--- src/common/ltid_pkg.sv ---
// constants and types for the literal and table instruction decoder
package ltid_pkg;
    localparam logic [7:0] op_add  = 8'h0f;
    localparam logic [7:0] op_and  = 8'h0b;
    localparam logic [7:0] op_or   = 8'h09;
    localparam logic [7:0] op_xor  = 8'h0a;
    localparam logic [7:0] op_mov  = 8'h0e;
    localparam logic [7:0] op_mul  = 8'h0d;
    localparam logic [7:0] op_ret  = 8'h0c;
    localparam logic [7:0] op_sub  = 8'h08;
    localparam logic [7:0] op_bank = 8'h01;
    localparam logic [7:0] op_lptr = 8'hee;
    localparam logic [7:0] op_padd = 8'he8;
    localparam logic [7:0] op_psub = 8'he9;
    localparam logic [3:0] op_word2 = 4'hf;
    localparam logic [11:0] op_tbl = 12'h000;
    // table pointer modes in the low two bits
    localparam logic [1:0] tm_none = 2'h0;
    localparam logic [1:0] tm_post_inc = 2'h1;
    localparam logic [1:0] tm_post_dec = 2'h2;
    localparam logic [1:0] tm_pre_inc = 2'h3;
    // status bit positions
    localparam int st_c    = 0;
    localparam int st_half = 1;
    localparam int st_z    = 2;
    localparam int st_ovf  = 3;
    localparam int st_n    = 4;
    localparam logic [4:0] flags_all = 5'h1f;
    localparam logic [4:0] flags_zn  = 5'h14;
    // register byte offsets
    localparam logic [7:0] reg_acc    = 8'h00;
    localparam logic [7:0] reg_status = 8'h04;
    localparam logic [7:0] reg_ptr0   = 8'h08;
    localparam logic [7:0] reg_ptr1   = 8'h0c;
    localparam logic [7:0] reg_ptr2   = 8'h10;
    localparam logic [7:0] reg_bank   = 8'h14;
    localparam logic [7:0] reg_latch  = 8'h18;
    localparam logic [7:0] reg_tblptr = 8'h1c;
    localparam logic [7:0] reg_prod   = 8'h20;
    localparam logic [7:0] reg_ctrl   = 8'h24;
    localparam logic [1:0] resp_okay  = 2'h0;
    localparam logic [1:0] resp_slverr = 2'h2;
    localparam logic ctrl_rst = 1'b1;
    typedef enum logic [1:0] {
        st_idle  = 2'b00,
        st_word2 = 2'b01,
        st_nop   = 2'b10,
        st_table = 2'b11
    } ltid_state_type;
    typedef enum logic [2:0] {
        alu_none = 3'b000,
        alu_add  = 3'b001,
        alu_sub  = 3'b010,
        alu_and  = 3'b011,
        alu_or   = 3'b100,
        alu_xor  = 3'b101,
        alu_mov  = 3'b110
    } ltid_alu_type;
endpackage

--- src/rtl/ltid_alu.sv ---
// literal arithmetic and logic unit with flag generation
`timescale 1ns/100ps
module ltid_alu (
    input  wire ltid_pkg::ltid_alu_type op,
    input  wire logic [7:0]             acc,
    input  wire logic [7:0]             lit,
    output logic [7:0]                  result,
    output logic [4:0]                  flags,
    output logic [4:0]                  mask
);
    logic [8:0] wide;
    logic [4:0] nib;
    always_comb
    begin
        wide = 9'h000;
        nib = 5'h00;
        result = acc;
        mask = 5'h00;
        flags = 5'h00;
        case (op)
            ltid_pkg::alu_add:
            begin
                wide = {1'b0, acc} + {1'b0, lit};
                nib = {1'b0, acc[3:0]} + {1'b0, lit[3:0]};
                result = wide[7:0];
                flags[ltid_pkg::st_c] = wide[8];
                flags[ltid_pkg::st_half] = nib[4];
                flags[ltid_pkg::st_ovf] = (acc[7] == lit[7]) && (wide[7] != acc[7]);
                mask = ltid_pkg::flags_all;
            end
            ltid_pkg::alu_sub:
            begin
                // carry means no borrow
                wide = {1'b0, lit} - {1'b0, acc};
                nib = {1'b0, lit[3:0]} - {1'b0, acc[3:0]};
                result = wide[7:0];
                flags[ltid_pkg::st_c] = ~wide[8];
                flags[ltid_pkg::st_half] = ~nib[4];
                flags[ltid_pkg::st_ovf] = (acc[7] != lit[7]) && (wide[7] != lit[7]);
                mask = ltid_pkg::flags_all;
            end
            ltid_pkg::alu_and:
            begin
                result = acc & lit;
                mask = ltid_pkg::flags_zn;
            end
            ltid_pkg::alu_or:
            begin
                result = acc | lit;
                mask = ltid_pkg::flags_zn;
            end
            ltid_pkg::alu_xor:
            begin
                result = acc ^ lit;
                mask = ltid_pkg::flags_zn;
            end
            ltid_pkg::alu_mov:
            begin
                result = lit;
            end
            default:
            begin
                result = acc;
            end
        endcase
        flags[ltid_pkg::st_z] = (result == 8'h00);
        flags[ltid_pkg::st_n] = result[7];
    end
endmodule // ltid_alu

--- src/rtl/ltid_core.sv ---
// literal and table instruction decode and execute with register slave
//
// Local design decisions: the register offsets and the AXI4-Lite interface to the registers.
`timescale 1ns/100ps
module ltid_core (
    input  wire logic        aclk,
    input  wire logic        aresetn,
    input  wire logic        insn_valid,
    input  wire logic [15:0] insn_word,
    output logic             insn_ready,
    output logic             pass_valid,
    output logic [15:0]      pass_word,
    output logic             ret_pulse,
    output logic             pm_req,
    output logic             pm_we,
    output logic [21:0]      pm_addr,
    output logic [7:0]       pm_wdata,
    input  wire logic [7:0]  pm_rdata,
    input  wire logic        pm_ack,
    input  wire logic [7:0]  s_axi_awaddr,
    input  wire logic        s_axi_awvalid,
    output logic             s_axi_awready,
    input  wire logic [31:0] s_axi_wdata,
    input  wire logic [3:0]  s_axi_wstrb,
    input  wire logic        s_axi_wvalid,
    output logic             s_axi_wready,
    output logic [1:0]       s_axi_bresp,
    output logic             s_axi_bvalid,
    input  wire logic        s_axi_bready,
    input  wire logic [7:0]  s_axi_araddr,
    input  wire logic        s_axi_arvalid,
    output logic             s_axi_arready,
    output logic [31:0]      s_axi_rdata,
    output logic [1:0]       s_axi_rresp,
    output logic             s_axi_rvalid,
    input  wire logic        s_axi_rready
);
    ltid_pkg::ltid_state_type state;
    ltid_pkg::ltid_alu_type   alu_op;
    logic [7:0]  acc;
    logic [4:0]  status;
    logic [13:0] ptr [3];
    logic [5:0]  bank;
    logic [7:0]  latch;
    logic [21:0] tblptr;
    logic [15:0] prod;
    logic        ctrl_en;
    logic [1:0]  tbl_mode;
    logic [1:0]  lptr_sel;
    logic [3:0]  lptr_hi;
    logic [7:0]  alu_res;
    logic [4:0]  alu_flags;
    logic [4:0]  alu_mask;
    logic        fire;
    logic        wr_fire;
    logic [31:0] wr_val;
    logic [7:0]  rd_addr;
    logic [31:0] rd_val;
    logic        dec_mul;
    logic        dec_ret;
    logic        dec_bank;
    logic        dec_lptr;
    logic        dec_padd;
    logic        dec_psub;
    logic        dec_tbl;
    logic        dec_pass;
    logic        lptr_done;

    function automatic logic [21:0] step_tp(input logic [21:0] p, input logic down);
        return down ? p - 22'h000001 : p + 22'h000001;
    endfunction

    function automatic logic is_mapped(input logic [7:0] a);
        return (a[1:0] == 2'b00) && (a <= ltid_pkg::reg_ctrl);
    endfunction

    assign insn_ready = ctrl_en && (state == ltid_pkg::st_idle || state == ltid_pkg::st_word2);
    assign fire = insn_valid && insn_ready;
    assign wr_fire = s_axi_awvalid && s_axi_wvalid && !s_axi_bvalid;
    assign s_axi_awready = wr_fire;
    assign s_axi_wready = wr_fire;
    // a read is held off while a write is taken, so it is not lost
    assign s_axi_arready = !s_axi_rvalid && !wr_fire;
    // second word must carry the f prefix, otherwise the load is dropped
    assign lptr_done = fire && state == ltid_pkg::st_word2 && insn_word[15:12] == ltid_pkg::op_word2;

    // byte lanes merged onto the current value
    always_comb
    begin
        wr_val = rd_val;
        for (int i = 0; i < 4; i++)
        begin
            if (s_axi_wstrb[i])
            begin
                wr_val[8*i +: 8] = s_axi_wdata[8*i +: 8];
            end
        end
    end

    always_comb
    begin
        alu_op = ltid_pkg::alu_none;
        dec_mul = 1'b0;
        dec_ret = 1'b0;
        dec_bank = 1'b0;
        dec_lptr = 1'b0;
        dec_padd = 1'b0;
        dec_psub = 1'b0;
        dec_tbl = 1'b0;
        dec_pass = 1'b0;
        if (fire && state == ltid_pkg::st_idle)
        begin
            case (insn_word[15:8])
                ltid_pkg::op_add: alu_op = ltid_pkg::alu_add;
                ltid_pkg::op_sub: alu_op = ltid_pkg::alu_sub;
                ltid_pkg::op_and: alu_op = ltid_pkg::alu_and;
                ltid_pkg::op_or: alu_op = ltid_pkg::alu_or;
                ltid_pkg::op_xor: alu_op = ltid_pkg::alu_xor;
                ltid_pkg::op_mov: alu_op = ltid_pkg::alu_mov;
                ltid_pkg::op_mul: dec_mul = 1'b1;
                ltid_pkg::op_ret:
                begin
                    alu_op = ltid_pkg::alu_mov;
                    dec_ret = 1'b1;
                end
                ltid_pkg::op_bank:
                begin
                    dec_bank = (insn_word[7:6] == 2'b00);
                    dec_pass = (insn_word[7:6] != 2'b00);
                end
                ltid_pkg::op_lptr:
                begin
                    dec_lptr = (insn_word[7:6] == 2'b00);
                    dec_pass = (insn_word[7:6] != 2'b00);
                end
                ltid_pkg::op_padd: dec_padd = 1'b1;
                ltid_pkg::op_psub: dec_psub = 1'b1;
                default:
                begin
                    if (insn_word[15:4] == ltid_pkg::op_tbl && insn_word[3])
                    begin
                        dec_tbl = 1'b1;
                    end
                    else if (insn_word[15:12] != ltid_pkg::op_word2)
                    begin
                        dec_pass = 1'b1;
                    end
                end
            endcase
        end
    end

    ltid_alu u_alu (
        .op     (alu_op),
        .acc    (acc),
        .lit    (insn_word[7:0]),
        .result (alu_res),
        .flags  (alu_flags),
        .mask   (alu_mask)
    );

    always_ff @(posedge aclk)
    begin
        if (!aresetn)
        begin
            state <= ltid_pkg::st_idle;
        end
        else
        begin
            case (state)
                ltid_pkg::st_idle:
                begin
                    if (dec_lptr)
                        state <= ltid_pkg::st_word2;
                    else if (dec_ret)
                        state <= ltid_pkg::st_nop;
                    else if (dec_tbl)
                        state <= ltid_pkg::st_table;
                end
                ltid_pkg::st_word2: if (fire) state <= ltid_pkg::st_idle;
                ltid_pkg::st_nop: state <= ltid_pkg::st_idle;
                ltid_pkg::st_table: if (pm_ack) state <= ltid_pkg::st_idle;
                default: state <= ltid_pkg::st_idle;
            endcase
        end
    end

    always_ff @(posedge aclk)
    begin
        if (!aresetn)
        begin
            acc <= 8'h00;
            status <= 5'h00;
            prod <= 16'h0000;
        end
        else
        begin
            acc <= alu_res;
            status <= (status & ~alu_mask) | (alu_flags & alu_mask);
            if (dec_mul)
                prod <= acc * insn_word[7:0];
            if (wr_fire && s_axi_awaddr == ltid_pkg::reg_acc)
                acc <= wr_val[7:0];
            if (wr_fire && s_axi_awaddr == ltid_pkg::reg_status)
                status <= wr_val[4:0];
        end
    end

    always_ff @(posedge aclk)
    begin
        if (!aresetn)
        begin
            for (int i = 0; i < 3; i++)
                ptr[i] <= 14'h0000;
            bank <= 6'h00;
            lptr_sel <= 2'b00;
            lptr_hi <= 4'h0;
        end
        else
        begin
            if (dec_lptr)
            begin
                lptr_sel <= insn_word[5:4];
                lptr_hi <= insn_word[3:0];
            end
            for (int i = 0; i < 3; i++)
            begin
                if (lptr_done && lptr_sel == 2'(i))
                    ptr[i] <= {lptr_hi, insn_word[9:0]};
                if (dec_padd && insn_word[7:6] == 2'(i))
                    ptr[i] <= ptr[i] + {8'h00, insn_word[5:0]};
                if (dec_psub && insn_word[7:6] == 2'(i))
                    ptr[i] <= ptr[i] - {8'h00, insn_word[5:0]};
                if (wr_fire && s_axi_awaddr == ltid_pkg::reg_ptr0 + 8'(4 * i))
                    ptr[i] <= wr_val[13:0];
            end
            if (dec_bank)
                bank <= insn_word[5:0];
            if (wr_fire && s_axi_awaddr == ltid_pkg::reg_bank)
                bank <= wr_val[5:0];
        end
    end

    // table access toward program memory
    always_ff @(posedge aclk)
    begin
        if (!aresetn)
        begin
            tblptr <= 22'h000000;
            latch <= 8'h00;
            tbl_mode <= ltid_pkg::tm_none;
            pm_we <= 1'b0;
            pm_addr <= 22'h000000;
            pm_wdata <= 8'h00;
        end
        else
        begin
            if (dec_tbl)
            begin
                tbl_mode <= insn_word[1:0];
                pm_we <= insn_word[2];
                pm_wdata <= latch;
                pm_addr <= tblptr;
                if (insn_word[1:0] == ltid_pkg::tm_pre_inc)
                begin
                    tblptr <= step_tp(tblptr, 1'b0);
                    pm_addr <= step_tp(tblptr, 1'b0);
                end
            end
            if (state == ltid_pkg::st_table && pm_ack)
            begin
                if (!pm_we)
                    latch <= pm_rdata;
                if (tbl_mode == ltid_pkg::tm_post_inc || tbl_mode == ltid_pkg::tm_post_dec)
                    tblptr <= step_tp(tblptr, tbl_mode == ltid_pkg::tm_post_dec);
            end
            if (wr_fire && s_axi_awaddr == ltid_pkg::reg_latch)
                latch <= wr_val[7:0];
            if (wr_fire && s_axi_awaddr == ltid_pkg::reg_tblptr)
                tblptr <= wr_val[21:0];
        end
    end
    assign pm_req = (state == ltid_pkg::st_table);

    always_ff @(posedge aclk)
    begin
        if (!aresetn)
        begin
            pass_valid <= 1'b0;
            pass_word <= 16'h0000;
            ret_pulse <= 1'b0;
        end
        else
        begin
            pass_valid <= dec_pass;
            if (dec_pass)
                pass_word <= insn_word;
            ret_pulse <= dec_ret;
        end
    end

    // register slave; the write merge also reads the addressed register
    assign rd_addr = wr_fire ? s_axi_awaddr : s_axi_araddr;
    always_comb
    begin
        case (rd_addr)
            ltid_pkg::reg_acc: rd_val = {24'h000000, acc};
            ltid_pkg::reg_status: rd_val = {27'h0000000, status};
            ltid_pkg::reg_ptr0: rd_val = {18'h00000, ptr[0]};
            ltid_pkg::reg_ptr1: rd_val = {18'h00000, ptr[1]};
            ltid_pkg::reg_ptr2: rd_val = {18'h00000, ptr[2]};
            ltid_pkg::reg_bank: rd_val = {26'h0000000, bank};
            ltid_pkg::reg_latch: rd_val = {24'h000000, latch};
            ltid_pkg::reg_tblptr: rd_val = {10'h000, tblptr};
            ltid_pkg::reg_prod: rd_val = {16'h0000, prod};
            ltid_pkg::reg_ctrl: rd_val = {31'h00000000, ctrl_en};
            default: rd_val = 32'h00000000;
        endcase
    end

    always_ff @(posedge aclk)
    begin
        if (!aresetn)
        begin
            ctrl_en <= ltid_pkg::ctrl_rst;
            s_axi_bvalid <= 1'b0;
            s_axi_bresp <= ltid_pkg::resp_okay;
            s_axi_rvalid <= 1'b0;
            s_axi_rresp <= ltid_pkg::resp_okay;
            s_axi_rdata <= 32'h00000000;
        end
        else
        begin
            if (wr_fire)
            begin
                s_axi_bvalid <= 1'b1;
                s_axi_bresp <= is_mapped(s_axi_awaddr) ? ltid_pkg::resp_okay : ltid_pkg::resp_slverr;
                if (s_axi_awaddr == ltid_pkg::reg_ctrl)
                    ctrl_en <= wr_val[0];
            end
            else if (s_axi_bready)
                s_axi_bvalid <= 1'b0;
            if (s_axi_arvalid && s_axi_arready && !wr_fire)
            begin
                s_axi_rvalid <= 1'b1;
                s_axi_rdata <= rd_val;
                s_axi_rresp <= is_mapped(s_axi_araddr) ? ltid_pkg::resp_okay : ltid_pkg::resp_slverr;
            end
            else if (s_axi_rready)
                s_axi_rvalid <= 1'b0;
        end
    end

    logic quiet;
    assign quiet = !wr_fire;
endmodule // ltid_core

--- config.mk ---
export PLATFORM = sky130hd
export DESIGN_NAME = ltid_core
export DESIGN_NICKNAME = d
export VERILOG_FILES = /design/src/common/ltid_pkg.sv /design/src/rtl/ltid_alu.sv /design/src/rtl/ltid_core.sv
export SDC_FILE = /design/constraint.sdc
export NUM_CORES = 1
export LEC_CHECK = 0
export BUFFER_PORTS_ARGS = -buffer_cell sky130_fd_sc_hd__buf_2
export CAP_MARGIN = 20
export CORE_MARGIN = 2
export CORE_UTILIZATION = 30
export CTS_BUF_LIST = sky130_fd_sc_hd__clkbuf_16
export DETAILED_ROUTE_END_ITERATION = 7
export PLACE_DENSITY = 0.42
export SYNTH_ARGS = -nofsm -noshare
export SYNTH_HDL_FRONTEND = slang
export SYNTH_SLANG_ARGS = --single-unit
--- constraint.sdc ---
create_clock -name aclk -period 7.1 [get_ports aclk]
set_input_delay 0.355 -clock aclk [delete_from_list [all_inputs] [get_ports aclk]]
set_output_delay 0.355 -clock aclk [all_outputs]
set_load 0.02 [all_outputs]
Word-level counts from Yosys, hierarchy flattened
Memory sizes are Yosys's and may differ from the RTL's.
Index checks and enable logic that the tools add are counted.
{ "op_classes": {"addsub": 12, "n_bitwise": 21, "multipliers": 1, "reduce_logical": 61, "eq_ne": 55, "n_lt_le_gt_ge": 2, "n_mux": 104} }
{ "op_table": {"columns": ["op", "count"], "rows": [
  ["$pmux W22 S10", 1],
  ["$mux W14", 12],
  ["$mux W22", 6],
  ["$eq A8 B4 Y1 const B", 12],
  ["$eq A8 B5 Y1 const B", 8],
  ["$mux W1", 59],
  ["$mux W8", 7],
  ["$pmux W8 S6", 1],
  ["$add A14 B6 Y14", 3],
  ["$sub A14 B6 Y14", 3],
  ["$logic_and A1 B1 Y1", 33],
  ["$eq A8 B6 Y1 const B", 3],
  ["$eq A8 B8 Y1 const B", 3],
  ["$logic_not A8 Y1", 3],
  ["$add A22 B1 Y22 const B", 1],
  ["$sub A22 B1 Y22 const B", 1],
  ["$mux W6", 3],
  ["$pmux W3 S6", 1],
  ["$eq A8 B3 Y1 const B", 2],
  ["$le A8 B6 Y1 const B", 2],
  ["$mul A8 B8 Y16", 1],
  ["$mux W2", 7],
  ["$eq A2 B2 Y1 const B", 6],
  ["$logic_not A12 Y1", 1],
  ["other kinds (39)", 77]
]} }
{ "word_totals": {"memories": 1, "inputBits": 85, "ff_bits": 163, "wordCells": 279, "ramBits": 42} }
{ "mem_list": {"columns": ["memory", "words", "width", "rd", "rd_clocked_by_memory_dff", "write_ports", "line", "source"], "rows": [
  ["ptr", 3, 14, 3, 0, 3, "ltid_core.sv:42", "logic [13:0] ptr [3];"]
]} }

Depth between registers and ports, before layout
{ "depth": {"ltp_word": 14, "ltp_mapped": 21, "depth_no_buf": 19} }

Hierarchy
Synthesis repeated with hierarchy kept, for this count alone.
{ "unflattened": {"cells_unflattened": 2107, "area_unflattened_um2": 17086.4} }
{ "by_module_without_submodules": {"columns": ["mod", "area_per_inst_um2", "n_inst", "cells_per_inst"], "rows": [
  ["ltid_core", 15399.8, 1, 1877],
  ["ltid_alu", 1686.6, 1, 230]
]} }

Worst setup path after synthesis
OpenSTA, ideal clock, no wires.
{ "synth_timing": {"kind": "input to register", "startpoint": "in insn_word[7]", "endpoint": "reg prod[15]", "t_required_ns": 7.014, "slack_ns": 2.144, "arrival_time_ns": 4.870, "cell_stages": 19, "path_cell_list": "clkbuf_1 > clkbuf_1 > nand2_1 > fa_1 > fa_1 > inv_1 > fa_1 > inv_1 > fa_1 > inv_1 > ha_1 > o21ai_0 > a21oi_1 > o211ai_1 > nand2_1 > a41o_1 > o41a_1 > xnor2_1 > a211oi_1"} }
{ "synth_between": {"elab_chain_cells": 1} }
{ "synth_rtl": {"columns": ["item", "line", "source"], "rows": [
  ["start: declaration", "ltid_core.sv:9", "input wire logic [15:0] insn_word,"],
  ["$mul A8 B8 Y16", "ltid_core.sv:201", "prod <= acc * insn_word[7:0];"],
  ["end signal: assignment", "ltid_core.sv:201", null],
  ["end: declaration", "ltid_core.sv:46", "logic [15:0] prod;"]
]} }
Every way passes these cells.
A chain may end at the register's enable or synchronous reset.

Worst setup path in the final report
{ "layout_timing": {"startpoint": "reg acc[4]", "endpoint": "reg prod[15]"} }
{ "layout_between": {"elab_chain_cells": 1} }
{ "layout_rtl": {"columns": ["item", "line", "source"], "rows": [
  ["start: declaration", "ltid_core.sv:40", "logic [7:0] acc;"],
  ["start signal: assignment", "ltid_core.sv:198", "acc <= alu_res;"],
  ["start signal: assignment", "ltid_core.sv:203", "acc <= wr_val[7:0];"],
  ["$mul A8 B8 Y16", "ltid_core.sv:201", null]
]} }
Every way passes these cells.

==> results.md <==
- Status: completed
- Crit-path max cell delay: 0.54 ns
- Worst Path Required: around 7.5 ns
- Met2 Use GR: 38.8%
- Area contributors post-synth: dfxtp_1 18%, ha_1 7.9%, edfxtp_1 7.7%
- Setup-failing EPs final: 0
- Initial DRC count: between 1500 and 2000
- Footprint of the multi-input gates: 11100 µm²
- Most common cell after layout, fill and taps aside: nor2_1
- Synth top area share: 18.5%
- CTS tree: yes
- Worst EP arrival: 5.39 ns
- Chip height: 238 µm
- Leak: 7.52 nW
- Placed Area: 17600 µm²
- Longest Clk Path Bufs: 2
- HPWL Detailed: 53100 µm
- GR peak layer: met2
- Register area share after synthesis: roughly a quarter
- Async SR Flop Fraction: 0%
- DRC: 0
- RD Place Congestion: roughly 0.91
- CTS H-tree depth: 4
- Number of fillers in the final layout: 5745
- Distinct cell type count after synthesis: 112
- Crit share post-route: between 70% and 80%
- Most frequent CP cell: fa_1
- Critical path class: reg2reg
- Nets: ~2300
- Routed vias/inst: around 5.7
- Drt total wl: between 70000 and 80000 µm
- Worst-margin pin slew: 1.06 ns
- Hold Buf Count CTS: 0
- First-pass GRT wire length: 103000 µm
- Routed wire per std cell: 25.0 µm
- Clock slew at reported path FFs: roughly 0.080 ns
- Rows: 85
- Drt pass-1 iters: 8
- Max_slew headroom: 29.1%
- FF+latch count, synth: 193
- IO Pins: 177
- GR Util met3: 3.09%
- Max Clk Rate: 0.201 GHz
- Crit path cell chain: clkinv_1 > nor2_1 > fa_1 > ha_1 > inv_1 > fa_1 > fa_1 > inv_1 > ha_1 > o21ai_0 > a21oi_1 > o211ai_1 > nand2_1 > a41o_1 > o41a_1 > xnor2_1 > a211oi_1
- Final Critical Period: 4.97 ns
- Syn avg cell area: roughly 8 µm²
- Post-CTS setup repair buffer count: 0
- DRT antenna net count: 0
- Gr ovfl total: 0
- Crit-path max FO: 9
- Final Cell Area: around 18000 µm²
- DR vias: 16000
- Pwr dens: around 150 nW/µm²
- Yosys top cell by area: dfxtp_1
- EDFF count, synth: 42
- Port bufs: 153
- Antenna violations before repair: 0
- Setup_tns: 0 ns
- Register Area: 4280 µm²
- Vias in the first global route: 15000
- Die area: 56400 µm²
- Synthesis-to-layout area growth: 11.5%
- Die width: 238 µm
- Pin count of the biggest net entering global routing: 63
- Final Hold Fails: 0
- Clk_lat worst skew: 0.51 ns
- Worst vdd ir: 191 µV
- Layout cell share with drive strength beyond 1: 13.7%
- Sink Count: a little under 200
- Top cell family by delay on the critical path: adder cells
- Core area: 53900 µm²
- Synth warnings: 0
- CP startpoint kind: flop
- Buf/Inv on CP: 3
- Hold WC Path Type: in2reg
- Synth Flop Type: dfxtp_1
- Mapped Area: 16400 µm²
- Syn Inst Count: 2037
- All-layer global routing usage: 24.7%
- Number of diodes: 0
- Clock skew: 0.0140 ns
- Commonest cells after routing, fill and taps aside: 246 x nor2_1, 197 x nand2_1, 153 x buf_2
- Maxcap violations: 0
- CP Capture Type: flop
- TritonCTS Buffers: 17
- Unrepaired setup endpoints after global routing: no
- Post-CTS sizing: 0
- Clock root cell: clkbuf_16
- Initial Utilization: a little under a third
- CP max stage cell: fa_1
- Slew Limit Fails: 0
- Grt met1 use: 35.4%
[worst min-delay path, cell delays in order]
cell and delay (ns):
buf_2 0.07, nand2b_1 0.08, a21oi_1 0.06
[final timing paths]
kind	endpoint	from	slack (ns)	cells past startpoint
worst max-delay path	prod[15]$_SDFFE_PN0P_	acc[4]$_SDFF_PN0_	2.13	17
worst min-delay path	s_axi_rvalid$_SDFFE_PN0P_	s_axi_rready	0.10	3
worst max register to register	prod[15]$_SDFFE_PN0P_	acc[4]$_SDFF_PN0_	2.13	17
worst min register to register	s_axi_rdata[17]$_SDFFE_PN0P_	s_axi_rdata[17]$_SDFFE_PN0P_	0.45	2
[per-layer routing]
metal / part of all wire, % / vias up
met4: 2.2 / 0
met2: 45 / 517
met1: 47 / 7885
met5: 0 / -
li1: - / 7511
met3: 5.1 / 72
[area by class of cell]
cell class,count,share of cell area (%)
timing repair buffer,183,5.45
clock inverter,14,0.905
sequential,193,23.5
clock buffer,18,2.47
inverter,108,2.24
tap,696,4.77
multi-input combinational,1606,60.7
[through the flow]
step           std cells  hold WS (ns)  util [%]  total power, mW  worst slack (ns)
3_3_place_gp        2785         0.438      32.7             1.67              1.81
6_report            2818         0.103      33.8             2.75              2.13
4_1_cts             2818        0.0780      33.8             2.77              2.11
3_5_place_dp        2786         0.445      32.7             1.68              1.83
2_1_floorplan       2048         0.431         -             1.49              2.14
5_1_grt             2818        0.0980      33.8             2.85              1.76
[synth_stat cells, drive strengths merged (8+ instances only)]
library cell	n
o211ai	10
ha	103
nand4	18
nor4	20
nand2	199
nor2b	18
a221oi	11
or3	23
nand2b	22
xnor2	42
and3	32
or2	8
o31ai	13
and4	8
o21a	17
a211oi	43
nor3	34
mux2i	46
and2	11
inv	101
a31oi	23
nor2	250
a22oi	35
o221ai	8
a21oi	140
buf	62
a21o	13
dfxtp	151
nand3	87
a222oi	14
o21ai	102
edfxtp	42
clkbuf	79
o22ai	21
a311oi	12
fa	43
xor2	35
mux2	15
[sequential cells by signal (all words and copies together) (netlist names), named ones only]
name / count
s_axi_bvalid: 1
lptr_sel: 2
pm_we: 1
state: 2
s_axi_bresp: 1
lptr_hi: 4
s_axi_rresp: 1
ret_pulse: 1
latch: 8
s_axi_rdata: 22
pm_wdata: 8
pass_word: 16
tbl_mode: 2
pm_addr: 22
ptr: 42
ctrl_en: 1
pass_valid: 1
acc: 8
bank: 6
prod: 16
tblptr: 22
s_axi_rvalid: 1
[power breakdown]
group / internal (mW) / switching (mW)
clock network: 0.552 / 0.539
logic: 0.156 / 0.329
registers: 1.14 / 0.0288
total: 1.85 / 0.897
[logic make-up after synthesis]
logic type / synth area share (%)
compound gates: 22.6
xor+xnor: 4.12
fa+ha+maj: 13.1
buf+inv: 6.55
flops: 26.2
mux: 3.91
other cells: 0.0229
simple gates: 23.5
(Power assumes the default switching activity.)
